File: config.mk
export PLATFORM = sky130hd
export DESIGN_NAME = usctl_top
export DESIGN_NICKNAME = d
export VERILOG_FILES = /design/src/logic/usctl_pkg.sv /design/src/logic/usctl_top.sv
export VERILOG_INCLUDE_DIRS = /design/src /design/src/logic
export SDC_FILE = /design/constraint.sdc
export NUM_CORES = 1
export LEC_CHECK = 0
export BUFFER_PORTS_ARGS = -buffer_cell sky130_fd_sc_hd__buf_2
export CORE_MARGIN = 2
export CORE_UTILIZATION = 40
export DETAILED_ROUTE_END_ITERATION = 8
export REMOVE_ABC_BUFFERS = 1
export SYNTH_ARGS = -nofsm -noshare
export SYNTH_HDL_FRONTEND = slang
export SYNTH_SLANG_ARGS = --single-unit
File: constraint.sdc
create_clock -name pclk -period 5.2 [get_ports pclk]
set_input_delay 0.26 -clock pclk [delete_from_list [all_inputs] [get_ports pclk]]
set_output_delay 0.26 -clock pclk [all_outputs]
set_load 0.03 [all_outputs]
File: src/logic/usctl_params.svh
`ifndef USCTL_PARAMS_SVH
`define USCTL_PARAMS_SVH
// Register indices; byte address is four times the index
`define USCTL_IDX_CTRL      10'h0BA
`define USCTL_IDX_RSTAT     10'h0BB
`define USCTL_IDX_CFG       10'h0BC
`define USCTL_IDX_DATA      10'h0B6
// Control register field positions
`define USCTL_B_PEN         7
`define USCTL_B_PSH         6
`define USCTL_B_PSL         5
`define USCTL_B_CLH         4
`define USCTL_B_CLL         3
`define USCTL_B_ERR         2
`define USCTL_B_RBF         1
`define USCTL_B_TBE         0
// Configuration register field position
`define USCTL_B_TWO_STOP_BITS        7
// Reset values
`define USCTL_CTRL_RST      8'h01
`define USCTL_ZERO_RST      8'h00
// Timing: core clock, baud rate, oversampling
`define USCTL_CLK_HZ        20000000
`define USCTL_BAUD          9600
`define USCTL_OVS           16
`define USCTL_DIV           (`USCTL_CLK_HZ / (`USCTL_OVS * `USCTL_BAUD))
`define USCTL_HALF          4'h7
`define USCTL_MID           4'h8
`define USCTL_RESUME        4'hA
`define USCTL_LAST          4'hF
`endif

File: src/logic/usctl_pkg.sv
package usctl_pkg;
  // Transmit engine states
  typedef enum logic {TX_IDLE, TX_SHIFT} usctl_tx_e;
  // Receive engine states
  typedef enum logic [1:0] {RX_IDLE, RX_START, RX_BITS} usctl_rx_e;
endpackage : usctl_pkg

File: src/logic/usctl_top.sv
`timescale 1ns/1ps
`include "usctl_params.svh"
module usctl_top
(
  input  wire logic        pclk,
  input  wire logic        presetn,
  input  wire logic        psel,
  input  wire logic        penable,
  input  wire logic        pwrite,
  input  wire logic [11:0] paddr,
  input  wire logic [31:0] pwdata,
  output logic      [31:0] prdata,
  output logic             pready,
  output logic             pslverr,
  input  wire logic        serial_receive_pin,
  output logic             serial_transmit_pin
);
  // Control bits and flags
  logic        parity_enable, parity_select_high, parity_select_low, char_length_high, char_length_low;
  logic        error_reg, receive_full_flag, transmit_empty_flag, two_stop_bits;
  logic        overrun_flag, framing_error_flag, parity_error_flag, line_break_flag;
  logic        received_ninth_bit, attention_mode, transmitting_indication, receive_activity_indication;
  logic [7:0]  transmit_buffer, receive_buffer;  // Buffer registers
  logic [31:0] prdata_reg;                       // Read data
  logic        pready_reg, pslverr_reg;          // Bus answer
  logic [15:0] div_cnt;                          // Oversample divider
  logic        tick;                             // Sixteen-per-bit enable
  logic        rx_s1, rx_s2;                     // Pin synchroniser
  usctl_pkg::usctl_tx_e tx_state;                // Transmit state
  usctl_pkg::usctl_rx_e rx_state;                // Receive state
  logic [12:0] transmit_shifter;                 // Outgoing frame, LSB first
  logic [3:0]  tx_cnt, tx_left, rx_cnt, rx_idx;  // Tick and bit counters
  logic        tx_pin_reg;                       // Transmit pin
  logic [10:0] receive_shifter;                  // Collected bits
  logic        smp_a, smp_b;                     // Earlier centre samples

  // Bus decode
  wire         acc       = psel & penable & ~pready_reg;
  wire  [9:0]  widx      = paddr[11:2];
  wire         hit_ctrl  = widx == `USCTL_IDX_CTRL;
  wire         hit_rstat = widx == `USCTL_IDX_RSTAT;
  wire         hit_cfg   = widx == `USCTL_IDX_CFG;
  wire         hit_data  = widx == `USCTL_IDX_DATA;
  wire         mapped    = hit_ctrl | hit_rstat | hit_cfg | hit_data;
  wire         wr_ctrl   = acc & pwrite & hit_ctrl;
  wire         wr_rstat  = acc & pwrite & hit_rstat;
  wire         wr_cfg    = acc & pwrite & hit_cfg;
  wire         wr_transmit_buffer   = acc & pwrite & hit_data;
  wire         rd_receive_buffer   = acc & ~pwrite & hit_data;
  wire         rd_rstat  = acc & ~pwrite & hit_rstat;
  wire  [7:0]  ctrl_val  = {parity_enable, parity_select_high, parity_select_low, char_length_high,
                            char_length_low, error_reg, receive_full_flag, transmit_empty_flag};
  wire  [7:0]  rstat_val = {overrun_flag, framing_error_flag, parity_error_flag, line_break_flag,
                            received_ninth_bit, attention_mode, transmitting_indication,
                            receive_activity_indication};
  wire  [7:0]  rd_val    = hit_ctrl ? ctrl_val : hit_rstat ? rstat_val :
                           hit_cfg ? {two_stop_bits, 7'h00} : hit_data ? receive_buffer : 8'h00;

  // Framing decode
  // length decode
  wire         nine      = char_length_high;
  wire         loopback  = char_length_high & char_length_low;
  // Seven data bits only outside loopback, which frames nine
  wire         seven     = ~char_length_high & char_length_low;
  wire  [3:0]  nbits     = nine ? 4'h9 : char_length_low ? 4'h7 : 4'h8;
  wire         par_on    = parity_enable & ~nine;
  wire  [7:0]  tx_data   = seven ? {1'b0, transmit_buffer[6:0]} : transmit_buffer;
  wire         tx_par    = parity_select_high ? ~parity_select_low : (^tx_data) ^ ~parity_select_low;
  wire  [8:0]  tx_word   = {nine & parity_select_low, tx_data};
  wire  [3:0]  tx_len    = 4'h2 + nbits + {3'h0, par_on} + {3'h0, two_stop_bits};
  wire         tx_load   = (tx_state == usctl_pkg::TX_IDLE) & ~transmit_empty_flag;
  wire         tx_end    = (tx_state == usctl_pkg::TX_SHIFT) & tick & (tx_cnt == `USCTL_LAST)
                           & (tx_left == 4'h1);

  // Frame image: start bit, data, optional parity, then ones
  logic [12:0] frame;
  always_comb
  begin
    frame = 13'h1FFF;
    frame[0] = 1'b0;
    // Slot after seven data bits is a stop unless parity fills it
    frame[9:1] = nine ? tx_word : seven ? {2'b11, tx_data[6:0]} : {1'b1, tx_data};
    if (par_on)
    begin
      frame[nbits + 4'h1] = tx_par;
    end
  end

  // Receive line selection
  // internal loop
  wire         rx_line   = loopback ? tx_pin_reg : rx_s2;
  wire  [3:0]  rx_tot    = nbits + {3'h0, par_on} + 4'h1;
  wire         maj       = (smp_a & smp_b) | (smp_a & rx_line) | (smp_b & rx_line);
  wire         rx_bit    = (rx_state == usctl_pkg::RX_BITS) & tick & (rx_cnt == 4'h9);
  wire         rx_done   = rx_bit & (rx_idx == rx_tot - 4'h1);
  wire  [7:0]  rx_data   = seven ? {1'b0, receive_shifter[6:0]} : receive_shifter[7:0];
  wire         rx_pbit   = receive_shifter[nbits];
  wire         rx_pgood  = parity_select_high ? (rx_pbit == ~parity_select_low)
                                              : (rx_pbit == ((^rx_data) ^ ~parity_select_low));
  wire  [10:0] nz_mask   = (11'h001 << rx_idx) - 11'h001;
  wire         all_zero  = ~|(receive_shifter & nz_mask);
  wire         ev_break  = rx_done & ~maj & all_zero;
  wire         ev_frame  = rx_done & ~maj & ~all_zero;
  wire         ev_par    = rx_done & par_on & ~rx_pgood;
  wire         ev_over   = rx_done & receive_full_flag;
  wire         ev_any    = ev_break | ev_frame | ev_par | ev_over;

  // APB answer: one wait state, error on unmapped address
  always_ff @(posedge pclk or negedge presetn)
  begin
    if (!presetn)
    begin
      pready_reg  <= 1'b0;
      pslverr_reg <= 1'b0;
      prdata_reg  <= 32'h0000_0000;
    end
    else
    begin
      pready_reg  <= acc;
      pslverr_reg <= acc & ~mapped;
      prdata_reg  <= (acc & ~pwrite) ? {24'h00_0000, rd_val} : 32'h0000_0000;
    end
  end

  // Software-written control bits
  always_ff @(posedge pclk or negedge presetn)
  begin
    if (!presetn)
    begin
      {parity_enable, parity_select_high, parity_select_low, char_length_high, char_length_low} <= 5'h00;
      two_stop_bits   <= 1'b0;
      transmit_buffer <= `USCTL_ZERO_RST;
    end
    else
    begin
      // Writable control fields only; flags ignore writes
      if (wr_ctrl)
      begin
        {parity_enable, parity_select_high, parity_select_low, char_length_high, char_length_low} <=
          pwdata[`USCTL_B_PEN:`USCTL_B_CLL];
      end
      if (wr_cfg)
      begin
        two_stop_bits <= pwdata[`USCTL_B_TWO_STOP_BITS];
      end
      if (wr_transmit_buffer)
      begin
        transmit_buffer <= pwdata[7:0];
      end
    end
  end

  // Oversample divider and pin synchroniser
  always_ff @(posedge pclk or negedge presetn)
  begin
    if (!presetn)
    begin
      div_cnt <= 16'h0000;
      tick    <= 1'b0;
      rx_s1   <= 1'b1;
      rx_s2   <= 1'b1;
    end
    else
    begin
      tick    <= div_cnt == 16'((`USCTL_DIV) - 1);
      div_cnt <= (div_cnt == 16'((`USCTL_DIV) - 1)) ? 16'h0000 : div_cnt + 16'h0001;
      rx_s1   <= serial_receive_pin;
      rx_s2   <= rx_s1;
    end
  end

  // Transmit engine
  always_ff @(posedge pclk or negedge presetn)
  begin
    if (!presetn)
    begin
      tx_state                <= usctl_pkg::TX_IDLE;
      transmit_shifter        <= 13'h1FFF;
      tx_cnt                  <= 4'h0;
      tx_left                 <= 4'h0;
      tx_pin_reg              <= 1'b1;
      transmit_empty_flag     <= 1'b1;
      transmitting_indication <= 1'b0;
    end
    else
    begin
      // set on transfer wins over write
      transmit_empty_flag <= tx_load | (transmit_empty_flag & ~wr_transmit_buffer);
      transmitting_indication <= tx_load | (transmitting_indication & ~(tx_end & transmit_empty_flag));
      case (tx_state)
        usctl_pkg::TX_IDLE:
        begin
          // Idle line high; take buffered byte
          tx_pin_reg <= 1'b1;
          if (tx_load)
          begin
            transmit_shifter <= frame;
            tx_left          <= tx_len;
            tx_cnt           <= 4'h0;
            tx_state         <= usctl_pkg::TX_SHIFT;
          end
        end
        usctl_pkg::TX_SHIFT:
        begin
          // Each bit held for sixteen ticks
          tx_pin_reg <= transmit_shifter[0];
          if (tick)
          begin
            tx_cnt <= tx_cnt + 4'h1;
            if (tx_cnt == `USCTL_LAST)
            begin
              transmit_shifter <= {1'b1, transmit_shifter[12:1]};
              tx_left          <= tx_left - 4'h1;
              if (tx_left == 4'h1)
              begin
                tx_state <= usctl_pkg::TX_IDLE;
              end
            end
          end
        end
        default:
        begin
          tx_state <= usctl_pkg::TX_IDLE;
        end
      endcase
    end
  end

  // Receive engine
  always_ff @(posedge pclk or negedge presetn)
  begin
    if (!presetn)
    begin
      rx_state        <= usctl_pkg::RX_IDLE;
      rx_cnt          <= 4'h0;
      rx_idx          <= 4'h0;
      smp_a           <= 1'b1;
      smp_b           <= 1'b1;
      receive_shifter <= 11'h000;
    end
    else
    begin
      case (rx_state)
        usctl_pkg::RX_IDLE:
        begin
          // Low level hints at a start bit
          rx_cnt <= 4'h0;
          rx_idx <= 4'h0;
          if (tick & ~rx_line)
          begin
            rx_state <= usctl_pkg::RX_START;
          end
        end
        usctl_pkg::RX_START:
        begin
          if (tick)
          begin
            rx_cnt <= rx_cnt + 4'h1;
            if (rx_cnt == `USCTL_HALF)
            begin
              // Skip the rest of the start bit; first capture one bit later
              rx_cnt   <= `USCTL_RESUME;
              rx_state <= rx_line ? usctl_pkg::RX_IDLE : usctl_pkg::RX_BITS;
            end
          end
        end
        usctl_pkg::RX_BITS:
        begin
          // samples at counts seven, eight, nine
          if (tick)
          begin
            rx_cnt <= rx_cnt + 4'h1;
            if (rx_cnt == 4'h7)
            begin
              smp_a <= rx_line;
            end
            if (rx_cnt == `USCTL_MID)
            begin
              smp_b <= rx_line;
            end
            if (rx_bit)
            begin
              receive_shifter[rx_idx] <= maj;
              rx_idx                  <= rx_idx + 4'h1;
              if (rx_done)
              begin
                rx_state <= usctl_pkg::RX_IDLE;
              end
            end
          end
        end
        default:
        begin
          rx_state <= usctl_pkg::RX_IDLE;
        end
      endcase
    end
  end

  // Receive buffer, status flags and attention
  always_ff @(posedge pclk or negedge presetn)
  begin
    if (!presetn)
    begin
      receive_buffer              <= `USCTL_ZERO_RST;
      receive_full_flag           <= 1'b0;
      received_ninth_bit          <= 1'b0;
      attention_mode              <= 1'b0;
      overrun_flag                <= 1'b0;
      framing_error_flag          <= 1'b0;
      parity_error_flag           <= 1'b0;
      line_break_flag             <= 1'b0;
      error_reg                   <= 1'b0;
      receive_activity_indication <= 1'b0;
    end
    else
    begin
      if (rx_done)
      begin
        receive_buffer <= rx_data;
      end
      receive_full_flag <= rx_done | (receive_full_flag & ~rd_receive_buffer);
      if (rx_done & nine)
      begin
        received_ninth_bit <= receive_shifter[8];
      end
      if (rx_done & nine & receive_shifter[8])
      begin
        attention_mode <= 1'b0;
      end
      else if (wr_rstat)
      begin
        attention_mode <= pwdata[2];
      end
      overrun_flag       <= ev_over  | (overrun_flag & ~rd_rstat);
      framing_error_flag <= ev_frame | (framing_error_flag & ~rd_rstat);
      parity_error_flag  <= ev_par   | (parity_error_flag & ~rd_rstat);
      line_break_flag    <= ev_break | (line_break_flag & ~rd_rstat);
      error_reg <= ev_any | (error_reg & ~rd_rstat);
      receive_activity_indication <= ev_frame | ev_break | (receive_activity_indication & ~rx_line);
    end
  end

  // Outputs straight from flops
  assign prdata              = prdata_reg;
  assign pready              = pready_reg;
  assign pslverr             = pslverr_reg;
  assign serial_transmit_pin = tx_pin_reg;

  // Checks
  property p_tbe_clr;
    @(posedge pclk) disable iff (!presetn) wr_transmit_buffer & ~tx_load |=> ~transmit_empty_flag;
  endproperty
  a_tbe_clr: assert property (p_tbe_clr) else $error("empty flag not cleared");
  property p_rbf_clr;
    @(posedge pclk) disable iff (!presetn) rd_receive_buffer & ~rx_done |=> ~receive_full_flag;
  endproperty
  a_rbf_clr: assert property (p_rbf_clr) else $error("full flag not cleared");
  property p_err;
    @(posedge pclk) disable iff (!presetn) (overrun_flag | framing_error_flag | parity_error_flag
      | line_break_flag) |-> error_reg;
  endproperty
  a_err: assert property (p_err) else $error("global error missing");
  property p_nopar9;
    @(posedge pclk) disable iff (!presetn) nine |-> ~par_on & ~ev_par;
  endproperty
  a_nopar9: assert property (p_nopar9) else $error("parity in nine-bit mode");
  property p_start;
    @(posedge pclk) disable iff (!presetn)
      (rx_state == usctl_pkg::RX_START) & tick & (rx_cnt == `USCTL_HALF) & rx_line |=> rx_state == usctl_pkg::RX_IDLE;
  endproperty
  a_start: assert property (p_start) else $error("false start accepted");
  property p_receive_activity_indication;
    @(posedge pclk) disable iff (!presetn) receive_activity_indication & rx_line & ~ev_frame & ~ev_break
      |=> ~receive_activity_indication;
  endproperty
  a_receive_activity_indication: assert property (p_receive_activity_indication) else $error("activity not cleared");
  property p_over;
    @(posedge pclk) disable iff (!presetn) rx_done & receive_full_flag |=> overrun_flag & error_reg;
  endproperty
  a_over: assert property (p_over) else $error("overrun missed");
  property p_idle;
    @(posedge pclk) disable iff (!presetn) ~transmitting_indication ##1 ~transmitting_indication |-> tx_pin_reg;
  endproperty
  a_idle: assert property (p_idle) else $error("line low while not sending");
endmodule : usctl_top

# Word level (Yosys, flattened, before mapping)
# Cells that the tools add are included.
# Widths: inputs -> output; s select.
[totals] reg_bits=108 wordCells=234
[classes] addsub=13 order_cmp=5 n_eq_ne=24 shift=1 mux=58 bitwise_logic=78 n_reduce_logical=18
[ops] operator="$mux 8" count=8
[ops] operator="$mux 13" count=4
[ops] operator="$mux 4" count=12
[ops] operator="$and 1x1->1" count=44
[ops] operator="$eq 10x8->1 const B" count=4
[ops] operator="$pmux 13 s2" count=1
[ops] operator="$pmux 4 s2" count=3
[ops] operator="$add 4x1->4 const B" count=5
[ops] operator="$reduce_and 3->1" count=6
[ops] operator="$or 1x1->1" count=17
[ops] operator="$add 16x1->16 const B" count=1
[ops] operator="$eq 16x8->1 const B" count=1
[ops] operator="$mux 16" count=1
[ops] operator="$ne 2x2->1 const B" count=8
[ops] operator="$reduce_xor 8->1" count=2
[ops] operator="$lt 4x5->1 const B" count=3
[ops] operator="$mux 2" count=7
[ops] operator="$not 1->1" count=14
[ops] operator="$bwmux 13" count=1
[ops] operator="$add 4x1->4" count=3
[ops] operator="$eq 4x4->1 const B" count=3
[ops] operator="$mux 1" count=12
[ops] operator="$pmux 4 s3" count=1
[ops] operator="$and 11x11->11" count=1
[ops] operator="27 further kinds" count=35

# Longest topological paths before layout
[logic_depth] word_depth=13 depth_mapped=12 ltp_nobuf=12

# Least setup slack after synthesis
# OpenSTA, ideal clock, no wires.
[synth_timing] kind="reg-to-reg" startpoint="reg rx_idx[0]" endpoint="reg framing_error_flag" setup_ns=0.129 arrival_time_ns=2.207 required_ns=5.071 setup_slack_ns=2.864 stages_incl_launch_ff=13 path_buffers=2 synth_period_minus_slack_ns=2.336 path_cell_list="dfrtp_1 -> inv_1 -> ha_1 -> buf_2 -> nand2_1 -> ha_1 -> buf_2 -> nand2b_1 -> and3_1 -> a221oi_1 -> nand4b_1 -> nor4_2 -> o21ai_1"
[synth_between] elab_chain_cells=6 word_cells_on_any_way=9 cone_classes="add/sub: 1; eq/ne: 1; shift: 1; bitwise: 5; reduce/logical: 1"
[synth_rtl] element="start, declared" line="usctl_top.sv:32" rtl="logic [3:0] tx_cnt, tx_left, rx_cnt, rx_idx;"
[synth_rtl] element="start signal, assigned" line="usctl_top.sv:284" rtl="rx_idx <= rx_idx + 4'h1;"
[synth_rtl] element="$shl 1x4->11" line="usctl_top.sv:100" rtl="wire [10:0] nz_mask = (11'h001 << rx_idx) - 11'h001;"
[synth_rtl] element="$sub 11x1->11" line="usctl_top.sv:100"
[synth_rtl] element="$and 11x11->11" line="usctl_top.sv:101" rtl="wire all_zero = ~|(receive_shifter & nz_mask);"
[synth_rtl] element="$reduce_or 11->1" line="usctl_top.sv:101"
[synth_rtl] element="$and 1x1->1 *" line="usctl_top.sv:103" rtl="wire ev_frame = rx_done & ~maj & ~all_zero;"
[synth_rtl] element="$or 1x1->1 *" line="usctl_top.sv:336" rtl="framing_error_flag <= ev_frame | (framing_error_flag & ~rd_rstat);"
[synth_rtl] element="end signal, assigned" line="usctl_top.sv:336"
[synth_rtl] element="end, declared" line="usctl_top.sv:21" rtl="logic overrun_flag, framing_error_flag, parity_error_flag, line_break_flag;"
# Mark *: on every way between the ends. The rest lies on a longest branch, timed or not.
# A chain may end at the register's enable or synchronous reset.

# Final worst setup path
[layout_timing] startpoint="reg char_length_high" endpoint="reg rx_state[0]"
[layout_between] elab_chain_cells=9 word_cells_on_any_way=15 cone_classes="add/sub: 3; eq/ne: 3; mux: 2; bitwise: 6; reduce/logical: 1"
[layout_rtl] element="start, declared" line="usctl_top.sv:19" rtl="logic parity_enable, parity_select_high, parity_select_low, char_length_high, char_length_low;"
[layout_rtl] element="start signal, assigned" line="usctl_top.sv:139" rtl="{parity_enable, parity_select_high, parity_select_low, char_length_high, char_length_low} <="
[layout_rtl] element="$not 1->1" line="usctl_top.sv:66" rtl="wire par_on = parity_enable & ~nine;"
[layout_rtl] element="$and 1x1->1" line="usctl_top.sv:66"
[layout_rtl] element="$add 4x1->4 (2 in a row)" line="usctl_top.sv:92" rtl="wire [3:0] rx_tot = nbits + {3'h0, par_on} + 4'h1;"
[layout_rtl] element="$sub 4x1->4" line="usctl_top.sv:95" rtl="wire rx_done = rx_bit & (rx_idx == rx_tot - 4'h1);"
[layout_rtl] element="$eq 4x4->1" line="usctl_top.sv:95"
[layout_rtl] element="$and 1x1->1" line="usctl_top.sv:95"
[layout_rtl] element="$ne 2x2->1 (no source line)"
[layout_rtl] element="$reduce_and 6->1 (no source line) *"
[layout_rtl] element="end signal, assigned" line="usctl_top.sv:234" rtl="rx_state <= usctl_pkg::RX_IDLE;"
[layout_rtl] element="end signal, assigned" line="usctl_top.sv:251" rtl="rx_state <= usctl_pkg::RX_START;"
[layout_rtl] element="end signal, assigned" line="usctl_top.sv:263" rtl="rx_state <= rx_line ? usctl_pkg::RX_IDLE : usctl_pkg::RX_BITS;"
[layout_rtl] element="end, declared" line="usctl_top.sv:30" rtl="usctl_pkg::usctl_rx_e rx_state;"
# Marked as above.

==> key figures <==
Critical path
  • Critical Path RT: around 5.4 ns
  • Worst Path Max Fanout: 16
  • Worst endpoint data arrival time: around 3.2 ns
  • Critical Path Max Stage Delay: 0.54 ns
  • Crit path kind: register to register
  • Critical Path Start Type: register
  • Slowest stage cell, crit path: dfrtp_1
  • Most frequent CP cell: inv_1
  • Critical path capture point type: register
  • Cell Chain, Critical Path: inv_1 -> nand2_1 -> inv_1 -> ha_1 -> inv_1 -> ha_1 -> xor2_1 -> nand4_1 -> nor2_4 -> inv_1 -> a21oi_2 -> mux2_2

GRT
  • GRT Residual Overflow: 0
  • Grt peak-use layer: met2
  • Vias in the first global route: between 3k and 4k
  • Met1 usage: a little over 20%
  • Met2 Resource Use GR: 25.27%
  • Largest net degree at the start of global routing: 57
  • Initial antenna violation count: 0
  • Gr usage total: 15.12%
  • First-pass GRT wire length: 19.62 mm
  • M3 GR Usage: 3.441%

Floorplan
  • Die width: 126.1 um
  • Num ports: 85
  • Die H: 126.1 um
  • Starting Density: 41.01%
  • Core area: 14530 sq um
  • Die area: roughly 16000 sq um
  • Cell Rows: 44

Logic synthesis
  • Synth warn: 0
  • Post-synth EDFFs: 0
  • Main synth FF type: dfrtp_1
  • Async SR Flop Fraction: 100.0%
  • Synth cell types: 71
  • Flops & latches, synth: 108
  • Seq/Total Area, Yosys: 45.74%
  • Syn Area/Cell: 10.55 sq um
  • Synthesized cell area: about 6000 sq um
  • Post-Syn Instances: around 570

Timing
  • Post-Route Setup TNS: 0 ns
  • Final period util: between 50% and 60%
  • Final Hold Viols: 0
  • Clock skew: 0.007055 ns
  • RSZ-0062 raised after global routing: no
  • Slew Limit Fails: 0
  • Slew HR: 36.96%
  • Fmax: 342.5 MHz
  • Setup-failing EPs final: 0
  • Tmin final: 2.920 ns
  • Worst-margin pin slew: 0.9457 ns

Place
  • DP Area: 6160 sq um
  • RePlAce Congestion: 0.8046
  • Post-Place Cells: 760
  • Number of buffers added on ports: 34
  • Hpwl dp: 8.081 mm

Final layout
  • Share of layout cells above drive strength 1: 20.37%
  • Fin cells: 778
  • Fillcell total: 1338
  • Largest Register: div_cnt
  • Final net count: 663
  • Multi-input combinational cell area: slightly below 3000 sq um
  • Sequential Area: 2726 sq um
  • Area Growth Syn to Fin: 9.257%
  • Max FFs per register: 16
  • Top Registers: div_cnt: 16 flops, transmit_shifter: 13 flops, receive_shifter: 11 flops
  • N_diodes: 0
  • Most common cell after layout, fill and taps aside: dfrtp_1
  • Most frequent cells in the layout: dfrtp_1, nor2_1, nand2_1
  • Finished Cell Area: roughly 6500 sq um

Run
  • Maxcap violations: 0

Pwr
  • Register share of total power: 51.3%
  • Total power: approximately 1.8 mW
  • Leakage: 3.053 nW
  • Sw frac: 23.11%
  • Combinational power share: 6.1%
  • Clock share of power: between 40% and 50%
  • Pwr Density: ~270 nW/um^2
  • Int Power: 1.351 mW
  • Worst VDD drop: 0.2001 mV
  • Psw: 0.4061 mW

Clocking
  • TritonCTS clock tree: yes
  • CTS max path bufs: 2
  • CTS Buf Count: 9
  • Clk Latency, worst-skew pair: 0.35 ns
  • # resized after CTS: 0
  • CTS Root Cell: clkbuf_16
  • CTS H-Tree Depth: 3
  • Post-CTS Setup Bufs: 0
  • CTS Sinks: 108
  • Clk slew on worst S/H paths: 0.07 ns

Route
  • # DRC: 0
  • Via count: 3994
  • Initial DRC Count: 232
  • Drt pass-1 iters: 4
  • Post-route ant nets: 0
  • DR WL/cell: 14.81 um
  • Via density: about 5.1
  • Wirelength, routed: 11.52 mm

Worst hold path
  • Tightest Hold Check Type: primary input to register

Outcome
  • Run status: finished clean
-- metrics by stage --
stage	setup WS [ns]	hold WS, ns	utilization, %
after floorplan	2.723	-0.03559	-
after global placement	2.330	0.3473	42.38
after detailed placement	2.285	0.3534	42.38
after CTS	2.250	0.1015	44.81
after global routing	2.043	0.1159	44.81
final	2.280	0.1185	44.81
-- final cells by class --
type                       count  area share (%)
inverter                      24           1.383
tap                          184           3.535
multi-input combinational    409           45.03
sequential                   108           41.86
timing repair buffer          37           3.074
clock inverter                 6           1.441
clock buffer                  10           3.670
-- power by group through the flow --
| stage | logic (mW) | registers [mW] | clock network, mW |
|---|---|---|---|
| 2_1_floorplan | 0.0647 | 0.913 | 0 |
| 5_1_grt | 0.120 | 0.905 | 0.809 |
| 3_3_place_gp | 0.104 | 0.917 | 0 |
| 3_5_place_dp | 0.107 | 0.917 | 0 |
| 6_report | 0.106 | 0.902 | 0.749 |
| 4_1_cts | 0.109 | 0.901 | 0.776 |
-- per-layer routing --
layer / share of wire [%] / up-vias
li1: - / 1954
met1: 48 / 1956
met2: 48 / 79
met3: 3.8 / 5
met4: 0.56 / 0
met5: 0 / -
-- critical path, delay by kind of cell (launching register included) --
kind,cells,cell delay [ns]
AOI/OAI and AO/OA,1,0.19
xor gates and xnor gates,1,0.16
adders and majority gates,2,0.45
buffers and inverters,4,0.45
DFF,1,0.54
muxes,1,0.35
and+or+nand+nor,3,0.67
-- synthesized netlist by cell type, types with 4 or more instances --
| master | n | area share [%] |
|---|---|---|
| a21oi_1 | 16 | 1.3 |
| a222oi_1 | 8 | 1.3 |
| a22o_1 | 5 | 0.73 |
| and2_1 | 5 | 0.52 |
| and3_1 | 6 | 0.63 |
| buf_2 | 11 | 0.92 |
| buf_4 | 26 | 3.3 |
| clkbuf_1 | 4 | 0.25 |
| dfrtp_1 | 89 | 37 |
| dfstp_2 | 19 | 8.4 |
| ha_1 | 23 | 4.8 |
| inv_1 | 24 | 1.5 |
| mux2_1 | 10 | 1.9 |
| mux2_2 | 26 | 4.9 |
| mux2_4 | 6 | 1.5 |
| mux2i_1 | 13 | 2.2 |
| nand2_1 | 48 | 3.0 |
| nand2b_1 | 12 | 1.3 |
| nand3_1 | 18 | 1.5 |
| nand4_1 | 6 | 0.63 |
| nor2_1 | 49 | 3.1 |
| nor2b_1 | 4 | 0.42 |
| nor3_1 | 4 | 0.34 |
| o21ai_0 | 23 | 1.9 |
| or2_2 | 4 | 0.42 |
| or3_1 | 4 | 0.42 |
| xnor2_1 | 30 | 4.4 |
| xor2_1 | 10 | 1.5 |
-- cells by family (layout without fill, tap and decap cells) --
family,count (synthesis),count (layout),synth area share (%)
AOI/OAI and AO/OA,76,76,8.460
xor gates and xnor gates,42,42,6.633
adders and majority gates,25,25,5.353
buffers and inverters,71,77,6.507
DFF,108,108,45.74
muxes,55,55,10.50
other,1,24,0.06291
and+or+nand+nor,187,187,16.75
-- path summary, 6_finish.rpt --
path	cells past startpoint	start	to	slack [ns]
max in group asynchronous	3	presetn	rx_cnt[0]	3.54
setup / recovery	12	char_length_high	rx_state[0]	2.28
setup reg to reg	12	char_length_high	rx_state[0]	2.28
min in group asynchronous	2	presetn	receive_shifter[5]	0.49
hold / removal	2	pwdata[1]	transmit_buffer[1]	0.12
hold reg to reg	0	rx_s1	rx_s2	0.36
-- what timing repair did --
item | 4_1_cts | 5_1_grt
hold buffers | 2 | 0
endpoints found under the setup margin | 0 | 0
endpoints found under the hold margin | 44 | 0
Power figures use the tool's default switching activity.
